### src/bcss_regs.vh
`ifndef BCSS_REGS_VH
`define BCSS_REGS_VH

// ------------------------------------------------------------------
// Transaction layout
// ------------------------------------------------------------------
`define BCSS_ADDR_BITS      12
`define BCSS_DATA_BITS      32
`define BCSS_FRAME_BITS     6'd44
`define BCSS_ADDR_LAST      6'd12
`define BCSS_OUT_LAST       5'd31

// ------------------------------------------------------------------
// Register bank
// ------------------------------------------------------------------
`define BCSS_REG_COUNT      16
`define BCSS_IDX_BITS       4
`define BCSS_REG_DEFAULT    32'h00000000

// ------------------------------------------------------------------
// Link timing
// ------------------------------------------------------------------
`define BCSS_LINK_RATE_KHZ  500
`define BCSS_SYS_RATE_KHZ   25000
`define BCSS_SYS_PER_BIT    (`BCSS_SYS_RATE_KHZ / `BCSS_LINK_RATE_KHZ)

`endif

### src/bcss_reg_bank.v
`include "bcss_regs.vh"

module bcss_reg_bank
(
   input  wire                                       clk_sys,
   input  wire                                       rst,
   input  wire                                       clkEn,
   input  wire                                       defaultLoad,
   input  wire                                       wrEn,
   input  wire [`BCSS_ADDR_BITS-1:0]                 wrAddr,
   input  wire [`BCSS_DATA_BITS-1:0]                 wrData,
   input  wire [`BCSS_ADDR_BITS-1:0]                 rdAddr,
   output wire [`BCSS_DATA_BITS-1:0]                 rdData,
   output wire [`BCSS_REG_COUNT*`BCSS_DATA_BITS-1:0] cfgRegs
);

   // ---------------------------------------------------------------
   // Storage
   // ---------------------------------------------------------------
   reg [`BCSS_DATA_BITS-1:0] regs_ff [0:`BCSS_REG_COUNT-1];
   integer                   i;
   genvar                    g;

   // Address lies inside the implemented bank
   function isMapped;
      input [`BCSS_ADDR_BITS-1:0] addr;
      begin
         isMapped = (addr < `BCSS_REG_COUNT);
      end
   endfunction

   // Write port, defaults on either reset
   always @(posedge clk_sys or posedge rst)
   begin
      if (rst)
      begin
         for (i = 0; i < `BCSS_REG_COUNT; i = i + 1)
            regs_ff[i] <= `BCSS_REG_DEFAULT;
      end
      else if (clkEn)
      begin
         if (defaultLoad)
         begin
            for (i = 0; i < `BCSS_REG_COUNT; i = i + 1)
               regs_ff[i] <= `BCSS_REG_DEFAULT;
         end
         else if (wrEn && isMapped(wrAddr))
            regs_ff[wrAddr[`BCSS_IDX_BITS-1:0]] <= wrData;
      end
   end

   // Read select, unmapped reads as zero
   assign rdData = isMapped(rdAddr) ? regs_ff[rdAddr[`BCSS_IDX_BITS-1:0]]
                                    : {`BCSS_DATA_BITS{1'b0}};

   // Flattened view for the user side
   generate
      for (g = 0; g < `BCSS_REG_COUNT; g = g + 1)
      begin : gFlat
         assign cfgRegs[g*`BCSS_DATA_BITS +: `BCSS_DATA_BITS] = regs_ff[g];
      end
   endgenerate

endmodule // bcss_reg_bank

### src/bcss_serial_slave.v
// Notes on behaviour
// - Configuration reset reloads all register defaults.
// - Load strobe ends write or requests read.
// - Frame is 12-bit address, 32-bit data.
// - Write captures address and data at load.
// - Read latches address at load, selects register.
// - Read data leaves least significant first.
// - Serial output sits low when not reading.
// - Reset request output held inactive high.
`include "bcss_regs.vh"

module bcss_serial_slave
(
   input  wire                                       clk_sys,
   input  wire                                       rst,
   input  wire                                       clkEn,
   input  wire                                       cfgSerialClock,
   input  wire                                       cfgDefaultResetN,
   input  wire                                       cfgLoadStrobe,
   input  wire                                       cfgWriteNotRead,
   input  wire                                       cfgSerialIn,
   output wire                                       cfgSerialOut,
   output wire                                       softResetRequestN,
   output wire                                       cfgWritePulse,
   output wire [`BCSS_REG_COUNT*`BCSS_DATA_BITS-1:0] cfgRegs
);

   // ---------------------------------------------------------------
   // States
   // ---------------------------------------------------------------
   localparam ST_SHIFT   = 1'b0;
   localparam ST_READOUT = 1'b1;

   // ---------------------------------------------------------------
   // Declarations
   // ---------------------------------------------------------------
   reg  [4:0]                 syncA_ff;
   reg  [4:0]                 syncB_ff;
   reg                        sclkDly_ff;
   reg                        loadDly_ff;
   reg                        state_ff;
   reg                        nxt_state;
   reg  [5:0]                 bitCnt_ff;
   reg  [5:0]                 nxt_bitCnt;
   reg  [`BCSS_ADDR_BITS-1:0] addrSh_ff;
   reg  [`BCSS_ADDR_BITS-1:0] nxt_addrSh;
   reg  [`BCSS_DATA_BITS-1:0] dataSh_ff;
   reg  [`BCSS_DATA_BITS-1:0] nxt_dataSh;
   reg  [`BCSS_ADDR_BITS-1:0] rdAddr_ff;
   reg  [`BCSS_ADDR_BITS-1:0] nxt_rdAddr;
   reg  [`BCSS_DATA_BITS-1:0] outSh_ff;
   reg  [`BCSS_DATA_BITS-1:0] nxt_outSh;
   reg  [4:0]                 outCnt_ff;
   reg  [4:0]                 nxt_outCnt;
   reg                        serOut_ff;
   reg                        nxt_serOut;
   reg                        wrPulse_ff;
   reg                        nxt_wrPulse;
   wire                       sclkS;
   wire                       rstS;
   wire                       loadS;
   wire                       wnrS;
   wire                       sinS;
   wire                       sclkRise;
   wire                       sclkFall;
   wire                       loadRise;
   wire                       defaultLoad;
   wire [`BCSS_DATA_BITS-1:0] rdData;

   // ---------------------------------------------------------------
   // Pin synchronisers
   // ---------------------------------------------------------------
   // Two stages per pin; first stage feeds only the second
   always @(posedge clk_sys or posedge rst)
   begin
      if (rst)
      begin
         syncA_ff <= 5'h02;
         syncB_ff <= 5'h02;
      end
      else if (clkEn)
      begin
         syncA_ff <= {cfgSerialIn, cfgWriteNotRead, cfgLoadStrobe,
                      cfgDefaultResetN, cfgSerialClock};
         syncB_ff <= syncA_ff;
      end
   end

   assign sclkS = syncB_ff[0];
   assign rstS  = syncB_ff[1];
   assign loadS = syncB_ff[2];
   assign wnrS  = syncB_ff[3];
   assign sinS  = syncB_ff[4];

   // Edge detection on the synchronised link clock and strobe
   always @(posedge clk_sys or posedge rst)
   begin
      if (rst)
      begin
         sclkDly_ff <= 1'b0;
         loadDly_ff <= 1'b0;
      end
      else if (clkEn)
      begin
         sclkDly_ff <= sclkS;
         loadDly_ff <= loadS;
      end
   end

   assign sclkRise    = sclkS & ~sclkDly_ff;
   assign sclkFall    = ~sclkS & sclkDly_ff;
   assign loadRise    = loadS & ~loadDly_ff;
   assign defaultLoad = ~rstS;

   // ---------------------------------------------------------------
   // Transaction control
   // ---------------------------------------------------------------
   // Shift in, load decode and read shift out
   always @*
   begin
      nxt_state   = state_ff;
      nxt_bitCnt  = bitCnt_ff;
      nxt_addrSh  = addrSh_ff;
      nxt_dataSh  = dataSh_ff;
      nxt_rdAddr  = rdAddr_ff;
      nxt_outSh   = outSh_ff;
      nxt_outCnt  = outCnt_ff;
      nxt_serOut  = serOut_ff;
      nxt_wrPulse = 1'b0;
      if (defaultLoad)
      begin
         nxt_state  = ST_SHIFT;
         nxt_bitCnt = 6'h00;
         nxt_serOut = 1'b0;
      end
      else if (loadRise)
      begin
         nxt_bitCnt = 6'h00;
         if (wnrS)
         begin
            nxt_state   = ST_SHIFT;
            nxt_serOut  = 1'b0;
            nxt_wrPulse = (bitCnt_ff == `BCSS_FRAME_BITS);
         end
         else if (bitCnt_ff >= `BCSS_ADDR_LAST)
         begin
            nxt_rdAddr = addrSh_ff;
            nxt_outSh  = rdData;
            nxt_serOut = rdData[0];
            nxt_outCnt = 5'h00;
            nxt_state  = ST_READOUT;
         end
      end
      else
      begin
         case (state_ff)
            ST_SHIFT:
            begin
               if (sclkRise && (bitCnt_ff < `BCSS_FRAME_BITS))
               begin
                  if (bitCnt_ff < `BCSS_ADDR_LAST)
                     nxt_addrSh = {addrSh_ff[`BCSS_ADDR_BITS-2:0], sinS};
                  else
                     nxt_dataSh = {dataSh_ff[`BCSS_DATA_BITS-2:0], sinS};
                  nxt_bitCnt = bitCnt_ff + 6'h01;
               end
            end
            ST_READOUT:
            begin
               if (sclkFall)
               begin
                  if (outCnt_ff == `BCSS_OUT_LAST)
                  begin
                     nxt_serOut = 1'b0;
                     nxt_state  = ST_SHIFT;
                  end
                  else
                  begin
                     nxt_outSh  = {1'b0, outSh_ff[`BCSS_DATA_BITS-1:1]};
                     nxt_serOut = outSh_ff[1];
                     nxt_outCnt = outCnt_ff + 5'h01;
                  end
               end
            end
            default:
            begin
               nxt_state  = ST_SHIFT;
               nxt_serOut = 1'b0;
            end
         endcase
      end
   end

   // State registers
   always @(posedge clk_sys or posedge rst)
   begin
      if (rst)
      begin
         state_ff   <= ST_SHIFT;
         bitCnt_ff  <= 6'h00;
         addrSh_ff  <= 12'h000;
         dataSh_ff  <= 32'h00000000;
         rdAddr_ff  <= 12'h000;
         outSh_ff   <= 32'h00000000;
         outCnt_ff  <= 5'h00;
         serOut_ff  <= 1'b0;
         wrPulse_ff <= 1'b0;
      end
      else if (clkEn)
      begin
         state_ff   <= nxt_state;
         bitCnt_ff  <= nxt_bitCnt;
         addrSh_ff  <= nxt_addrSh;
         dataSh_ff  <= nxt_dataSh;
         rdAddr_ff  <= nxt_rdAddr;
         outSh_ff   <= nxt_outSh;
         outCnt_ff  <= nxt_outCnt;
         serOut_ff  <= nxt_serOut;
         wrPulse_ff <= nxt_wrPulse;
      end
   end

   // ---------------------------------------------------------------
   // Register bank
   // ---------------------------------------------------------------
   bcss_reg_bank uBank
   (
      .clk_sys     (clk_sys),
      .rst         (rst),
      .clkEn       (clkEn),
      .defaultLoad (defaultLoad),
      .wrEn        (nxt_wrPulse),
      .wrAddr      (addrSh_ff),
      .wrData      (dataSh_ff),
      .rdAddr      (loadRise ? addrSh_ff : rdAddr_ff),
      .rdData      (rdData),
      .cfgRegs     (cfgRegs)
   );

   // Outputs
   assign cfgSerialOut      = serOut_ff;
   assign softResetRequestN = 1'b1;
   assign cfgWritePulse     = wrPulse_ff;

endmodule // bcss_serial_slave

### config.mk
export PLATFORM = sky130hd
export DESIGN_NAME = bcss_serial_slave
export DESIGN_NICKNAME = d
export VERILOG_FILES = /design/src/bcss_reg_bank.v /design/src/bcss_serial_slave.v
export VERILOG_INCLUDE_DIRS = /design/src /design/src/src
export SDC_FILE = /design/constraint.sdc
export NUM_CORES = 2
export LEC_CHECK = 0
export BUFFER_PORTS_ARGS = -buffer_cell sky130_fd_sc_hd__buf_4
export CORE_AREA = 2 2 252 254
export CTS_CLUSTER_DIAMETER = 80
export DETAILED_ROUTE_END_ITERATION = 7
export DIE_AREA = 0 0 254 256
export PLACE_DENSITY = 0.63
export SYNTH_ARGS = -nofsm -noshare
export SYNTH_HDL_FRONTEND = slang
export SYNTH_SLANG_ARGS = --single-unit
### constraint.sdc
create_clock -name clk_sys -period 22.9 [get_ports clk_sys]
set_input_delay 1.145 -clock clk_sys [delete_from_list [all_inputs] [get_ports clk_sys]]
set_output_delay 1.145 -clock clk_sys [all_outputs]
set_load 0.03 [all_outputs]
# After elaboration in Yosys (flattened, before gate mapping)
# Index checks and enable logic that the tools add are counted.
[word_totals] register_bits=626 wordCells=118
[op_classes] n_bitwise=12 add_sub_neg=2 reduce_logical=13 n_mux=43 order_cmp=8 eq_ne=11
[op_table] op="512-bit two-way mux" n=2
[op_table] op="512-bit bitwise mux" n=1
[op_table] op="32-bit two-way mux" n=10
[op_table] op="32-bit binary-select mux with 4-bit select" n=1
[op_table] op="32-bit demux with 4-bit select" n=1
[op_table] op="5-bit two-way mux" n=6
[op_table] op="12-bit by 5-bit less-than comparator with 1-bit output (second input constant)" n=2
[op_table] op="6-bit two-way mux" n=4
[op_table] op="1-bit two-way mux" n=17
[op_table] op="12-bit two-way mux" n=1
[op_table] op="6-bit AND reduction" n=2
[op_table] op="5-bit >= comparator (second input constant)" n=2
[op_table] op="4-bit inverter with 5-bit output" n=2
[op_table] op="3-bit by 1-bit inequality test with 1-bit output (second input constant)" n=3
[op_table] op="1-bit inverter" n=7
[op_table] op="7-bit AND reduction" n=1
[op_table] op="6-bit by 1-bit adder with 6-bit output (second input constant)" n=1
[op_table] op="6-bit == test (second input constant)" n=1
[op_table] op="6-bit by 4-bit >= comparator with 1-bit output (second input constant)" n=1
[op_table] op="6-bit by 4-bit less-than comparator with 1-bit output (second input constant)" n=1
[op_table] op="6-bit less-than comparator (second input constant)" n=1
[op_table] op="5-bit by 1-bit adder with 5-bit output (second input constant)" n=1
[op_table] op="5-bit == test (second input constant)" n=1
[op_table] op="5-bit by 1-bit less-than comparator with 1-bit output (second input constant)" n=1
[op_table] op="other kinds (11)" n=19

# Depth between registers and ports, before layout
[logic_depth] depth_word=12 mapped_depth=10 mapped_depth_nobuf=9

# Hierarchy
# From an unflattened synthesis, not the netlist that was laid out.
[hier_totals] hier_cells=2532 area_unflattened_um2=28132.0
[by_module_without_submodules] module="bcss_reg_bank" seq_area_each_um2=12812.3 cells_per_inst=2116 area_per_inst_um2=23078.4 instances=1
[by_module_without_submodules] module="bcss_serial_slave" seq_area_each_um2=2830.2 cells_per_inst=416 area_per_inst_um2=5053.6 instances=1

# Worst setup path before layout
# OpenSTA, ideal clock, no wires.
[synth_timing] path_kind="input to register" start="in clkEn" end="reg uBank.regs_ff (netlist bit uBank.cfgRegs[448])" arrival_ps=2880 path_buffers=2 cell_stages=7 path_slack_ps=19954 setup_ps=66 t_required_ps=22834 cell_sequence="nand4b_1 -> or3_1 -> buf_6 -> or4b_4 -> nor2_8 -> buf_6 -> a22o_1"
[synth_between] elab_chain_len=1
[synth_lines] element="from (decl)" line_no="bcss_serial_slave.v:16" rtl="input wire clkEn,"
[synth_lines] element="2-bit AND reduction (no line)"
[synth_lines] element="to (signal, indexed assignment)" line_no="bcss_reg_bank.v:38" rtl="regs_ff[i] <= `BCSS_REG_DEFAULT;"
[synth_lines] element="to (signal, indexed assignment)" line_no="bcss_reg_bank.v:45" rtl="regs_ff[i] <= `BCSS_REG_DEFAULT;"
[synth_lines] element="to (signal, indexed assignment)" line_no="bcss_reg_bank.v:48" rtl="regs_ff[wrAddr[`BCSS_IDX_BITS-1:0]] <= wrData;"
[synth_lines] element="to (decl)" line_no="bcss_reg_bank.v:20" rtl="reg [`BCSS_DATA_BITS-1:0] regs_ff [0:`BCSS_REG_COUNT-1];"
# No other way between the ends.
# A chain may end at the register's enable or synchronous reset.

# Final worst setup path
[layout_timing] start="reg loadDly_ff" end="reg outSh_ff[30]"
[layout_between] elab_chain_len=11 word_cells_on_any_way=18 classes_between="order compare: 1; eq/ne: 3; mux: 8; bitwise: 3; reduce/logical: 3"
[layout_lines] element="from (decl)" line_no="bcss_serial_slave.v:40" rtl="reg loadDly_ff;"
[layout_lines] element="from (signal assigned)" line_no="bcss_serial_slave.v:106" rtl="loadDly_ff <= loadS;"
[layout_lines] element="1-bit inverter (*)" line_no="bcss_serial_slave.v:112" rtl="assign loadRise = loadS & ~loadDly_ff;"
[layout_lines] element="1-bit AND (*)" line_no="bcss_serial_slave.v:112"
[layout_lines] element="12-bit two-way mux" line_no="bcss_serial_slave.v:235" rtl=".rdAddr (loadRise ? addrSh_ff : rdAddr_ff),"
[layout_lines] element="4-bit inverter with 5-bit output" line_no="bcss_reg_bank.v:53" rtl="assign rdData = isMapped(rdAddr) ? regs_ff[rdAddr[`BCSS_IDX_BITS-1:0]]"
[layout_lines] element="32-bit binary-select mux with 4-bit select" line_no="bcss_reg_bank.v:53"
[layout_lines] element="32-bit two-way mux (3 in series)" line_no="bcss_reg_bank.v:53"
[layout_lines] element="32-bit two-way mux" line_no="bcss_serial_slave.v:145" rtl="else if (bitCnt_ff >= `BCSS_ADDR_LAST)"
[layout_lines] element="32-bit two-way mux" line_no="bcss_serial_slave.v:139" rtl="if (wnrS)"
[layout_lines] element="32-bit two-way mux" line_no="bcss_serial_slave.v:136" rtl="else if (loadRise)"
[layout_lines] element="to (signal assigned)" line_no="bcss_serial_slave.v:216" rtl="outSh_ff <= nxt_outSh;"
[layout_lines] element="to (decl)" line_no="bcss_serial_slave.v:51" rtl="reg [`BCSS_DATA_BITS-1:0] outSh_ff;"
# Every way passes the cells marked *; elsewhere a longest branch is shown, timed or not. The select of a mux whose other input is x is not followed.

==> impl_results.html <==
<table>
<tr><th>Metric</th><th>Value</th></tr>
<tr><th colspan="2">Worst setup path</th></tr>
<tr><td>Depth of the most critical reg-to-reg path</td><td>8</td></tr>
<tr><td>Type of the worst setup path</td><td>flip-flop to flip-flop</td></tr>
<tr><td>R2R Setup Slk</td><td>18.44 ns</td></tr>
<tr><td>RR Endpoint</td><td>outSh_ff[30]</td></tr>
<tr><td>Data arrival time at the worst-slack endpoint</td><td>4.95 ns</td></tr>
<tr><td>Type of element launching the critical path</td><td>flip-flop</td></tr>
<tr><td>Critical path startpoint</td><td>loadDly_ff</td></tr>
<tr><td>Crit-path max FO</td><td>70</td></tr>
<tr><td>Sort of element at the end of the critical path</td><td>flip-flop</td></tr>
<tr><td>Required arrival time at the worst endpoint</td><td>23.38 ns</td></tr>
<tr><td>Origin of the critical flop-to-flop path</td><td>loadDly_ff</td></tr>
<tr><th colspan="2">Detailed routing</th></tr>
<tr><td>Remaining routing DRC violations</td><td>0</td></tr>
<tr><td>Number of search-and-repair iterations in the first detailed-routing pass</td><td>7</td></tr>
<tr><td>Average routed wire per standard cell</td><td>31.9 µm</td></tr>
<tr><td>DR vias/cell</td><td>6.46</td></tr>
<tr><td>Drt first-iter violations</td><td>2287</td></tr>
<tr><td>Number of vias in the routed layout</td><td>21400</td></tr>
<tr><td>Detailed Route WL</td><td>106000 µm</td></tr>
<tr><td>Detail Route Antenna Nets</td><td>0</td></tr>
<tr><th colspan="2">Layout</th></tr>
<tr><td>Number of fill cells in the layout</td><td>5268</td></tr>
<tr><td>Proportion of layout cells with a drive suffix above 1</td><td>0.352</td></tr>
<tr><td>Final net count</td><td>2432</td></tr>
<tr><td>Non-Filler Cell Area, Final</td><td>34000 µm²</td></tr>
<tr><td>Signed area change from the synthesized netlist to the final layout</td><td>24.7%</td></tr>
<tr><th colspan="2">Die</th></tr>
<tr><td>Vert. Die Dim</td><td>256 µm</td></tr>
<tr><td>Die width</td><td>254 µm</td></tr>
<tr><td>Starting density of the core</td><td>0.437</td></tr>
<tr><td>Core footprint</td><td>62400 µm²</td></tr>
<tr><td>DIE AREA</td><td>65000 µm²</td></tr>
<tr><td>Number of top-level pins</td><td>523</td></tr>
<tr><td>Num rows</td><td>92</td></tr>
<tr><th colspan="2">Clock network</th></tr>
<tr><td>Clock tree from TritonCTS</td><td>built</td></tr>
<tr><td>Number of buffers on the longest clock path</td><td>3</td></tr>
<tr><td>Post-CTS Repair Setup Buffers</td><td>0</td></tr>
<tr><td>Buffer type at the clock tree root</td><td>clkbuf_16</td></tr>
<tr><td>Clock slew seen by the registers of the worst setup and hold paths</td><td>0.06 ns</td></tr>
<tr><td>CTS sink count</td><td>617</td></tr>
<tr><td>Post-cts resize count</td><td>0</td></tr>
<tr><td>H-tree depth reported by CTS</td><td>3</td></tr>
<tr><td>Clock latency of the later-clocked register in the worst-skew pair</td><td>0.60 ns</td></tr>
<tr><td>Hold-fix buffers at CTS</td><td>0</td></tr>
<tr><td>Clock buffers created by TritonCTS</td><td>69</td></tr>
<tr><th colspan="2">Synth</th></tr>
<tr><td>Post-synth ARST share</td><td>1.00</td></tr>
<tr><td>Sequential share of the synthesized area</td><td>0.566</td></tr>
<tr><td>Post-Synthesis Net Count</td><td>2047</td></tr>
<tr><td>Warnings from Yosys</td><td>0</td></tr>
<tr><td>Cell taking the most area after synthesis</td><td>dfrtp_1</td></tr>
<tr><td>Top cells by area, synth</td><td>dfrtp_1 (56%), a22o_1 (17%), mux4_2 (7.5%)</td></tr>
<tr><td>Flip-flop and latch count after synthesis</td><td>617</td></tr>
<tr><td>Most frequently used cell type in the post-synthesis netlist</td><td>dfrtp_1</td></tr>
<tr><td>Synth top area share</td><td>0.564</td></tr>
<tr><td>Synth unique cells</td><td>65</td></tr>
<tr><td>Number of synthesized flops with an enable pin</td><td>0</td></tr>
<tr><td>Synth Instances</td><td>2035</td></tr>
<tr><td>Netlist Area Pre-Place</td><td>27300 µm²</td></tr>
<tr><td>Per-instance average area after synthesis</td><td>13.4 µm²</td></tr>
<tr><td>Most frequently used flop master after synthesis</td><td>dfrtp_1</td></tr>
<tr><td>Most frequent cells after synthesis</td><td>dfrtp_1 (615), a22o_1 (519), clkbuf_1 (152)</td></tr>
<tr><th colspan="2">Power and ir drop</th></tr>
<tr><td>Static Leak</td><td>0.0162 µW</td></tr>
<tr><td>Power density cells</td><td>73.5 nW/µm²</td></tr>
<tr><td>Max IR drop VDD</td><td>0.0478 mV</td></tr>
<tr><th colspan="2">Global routing</th></tr>
<tr><td>Number of global-route vias before repair</td><td>21500</td></tr>
<tr><td>Global Route Usage Sum</td><td>0.324</td></tr>
<tr><td>Total grt overflow</td><td>0</td></tr>
<tr><td>Global-route wire length before repair</td><td>155000 µm</td></tr>
<tr><td>Antenna violations before repair</td><td>2</td></tr>
<tr><td>Pin count of the biggest net entering global routing</td><td>91</td></tr>
<tr><th colspan="2">Worst hold path</th></tr>
<tr><td>Hold Crit Depth</td><td>1</td></tr>
<tr><td>Hold wc startpoint</td><td>addrSh_ff[11]</td></tr>
<tr><td>Worst hold path type</td><td>flip-flop to flip-flop</td></tr>
<tr><td>Worst-case hold path end point</td><td>addrSh_ff[11]</td></tr>
<tr><th colspan="2">Place</th></tr>
<tr><td>DP Wirelength</td><td>71300 µm</td></tr>
<tr><td>Gp weighted congestion</td><td>0.917</td></tr>
<tr><td>Number of input and output port buffers inserted</td><td>521</td></tr>
<tr><td>Post-place instance area</td><td>31700 µm²</td></tr>
<tr><th colspan="2">STA</th></tr>
<tr><td>Number of pins exceeding their max-slew limit in the final report</td><td>0</td></tr>
<tr><td>Worst-margin pin slew</td><td>1.29 ns</td></tr>
<tr><td>RSZ-0062 raised after global routing</td><td>false</td></tr>
<tr><td>Crit share post-route</td><td>0.195</td></tr>
<tr><td>Hold Vio Cnt, Final</td><td>0</td></tr>
<tr><td>Post-Route Skew</td><td>0.0166 ns</td></tr>
<tr><td>Fin crit period</td><td>4.46 ns</td></tr>
<tr><td>Setup_tns</td><td>0 ns</td></tr>
<tr><td>Final setup violating endpoints</td><td>0</td></tr>
<tr><td>Highest clock rate</td><td>224 MHz</td></tr>
<tr><td>Max-Slew Margin vs Limit</td><td>0.139</td></tr>
<tr><th colspan="2">Status</th></tr>
<tr><td>Run status</td><td>finished clean</td></tr>
<tr><th colspan="2">Job</th></tr>
<tr><td>Number of max-cap violations</td><td>0</td></tr>
</table>
==> sequential cells by signal, indices dropped and copies added, names as in the netlist, 4 cells and up <==
signal         cells
syncA_ff           5
syncB_ff           5
uBank.cfgRegs    512
dataSh_ff         32
bitCnt_ff          6
rdAddr_ff          4
addrSh_ff         12
outSh_ff          31
outCnt_ff          5
==> cell families after synthesis <==
kind of cell,synth area share
muxes,0.127
AOI/OAI and AO/OA,0.214
adders and majority gates,0.00184
buffers and inverters,0.0404
xor gates and xnor gates,0.000321
and+or+nand+nor,0.0493
other,0.000138
DFF,0.566
==> report_power, final <==
part,switching [µW],internal [µW]
Combinational,179,67.9
Clock,452,688
Sequential,14.5,1100
==> cells in the final DEF, fill, tap and decap left out, types with 3 or more instances in the layout <==
master,count
nor2_8,4
nor2_1,41
nand2_2,4
clkbuf_1,11
nor4_4,8
bufinv_16,7
o31a_1,28
clkbuf_16,71
dfrtp_1,615
and3_1,4
a22o_1,519
inv_1,7
a22oi_1,30
nor2_4,7
a21oi_1,8
clkbuf_8,13
mux2i_1,68
clkinv_2,13
a21o_1,10
mux4_2,91
o21ai_4,11
mux2_2,63
nor2b_1,5
o21ai_0,40
and2_1,30
or2_2,3
buf_4,555
nand2_1,94
nand3_1,9
nand4_1,4
a32o_1,28
ha_1,4
nand4b_1,3
nand2b_1,5
==> worst max-delay path, stage by stage, from the launching register on <==
cell	delay, ns
dfrtp_1	0.40
nand2b_2	0.38
buf_4	0.50
mux2_8	0.77
buf_4	0.97
mux4_2	0.61
a22oi_1	0.19
o21ai_0	0.11
a41o_1	0.25
==> routing by layer <==
| layer | track usage | vias up | share of wire |
|---|---|---|---|
| li1 | - | 8644 | - |
| met1 | 0.436 | 11400 | 0.40 |
| met2 | 0.506 | 1165 | 0.47 |
| met3 | 0.0778 | 208 | 0.088 |
| met4 | 0.135 | 0 | 0.041 |
| met5 | 0 | - | 0 |
==> final cells by class <==
type                            count  area [µm²]  share of cell area
Multi-Input combinational cell   1168       11000               0.323
Clock buffer                       95        2000              0.0587
Timing Repair Buffer              555        4170               0.123
Inverter                            9        41.3             0.00121
Clock inverter                     25         317             0.00931
Antenna cell                        1        2.50           0.0000736
Tap cell                          846        1060              0.0311
Sequential cell                   617       15400               0.454
==> worst max-delay path by stage <==
stage | end | slack [ns] | depth (start not counted)
after floorplan | addrSh_ff[0] | 4.48 | 1
after global placement | uBank.cfgRegs[280] | 18.50 | 6
after detailed placement | uBank.cfgRegs[277] | 18.40 | 6
after CTS | outSh_ff[30] | 18.51 | 8
after global routing | outSh_ff[30] | 18.17 | 8
final | outSh_ff[30] | 18.44 | 8
==> per-stage QoR <==
step,setup WS [ns],std cells,utilization,hold WS (ns),total power [µW]
after floorplan,4.48,2035,-,0.449,1290
after global placement,18.50,3195,0.508,0.478,1370
after detailed placement,18.40,3195,0.508,0.489,1380
after CTS,18.51,3315,0.545,0.502,2500
after global routing,18.17,3315,0.545,0.514,2570
final,18.44,3316,0.545,0.509,2500
Note: power is estimated with default switching activity, not from simulation.
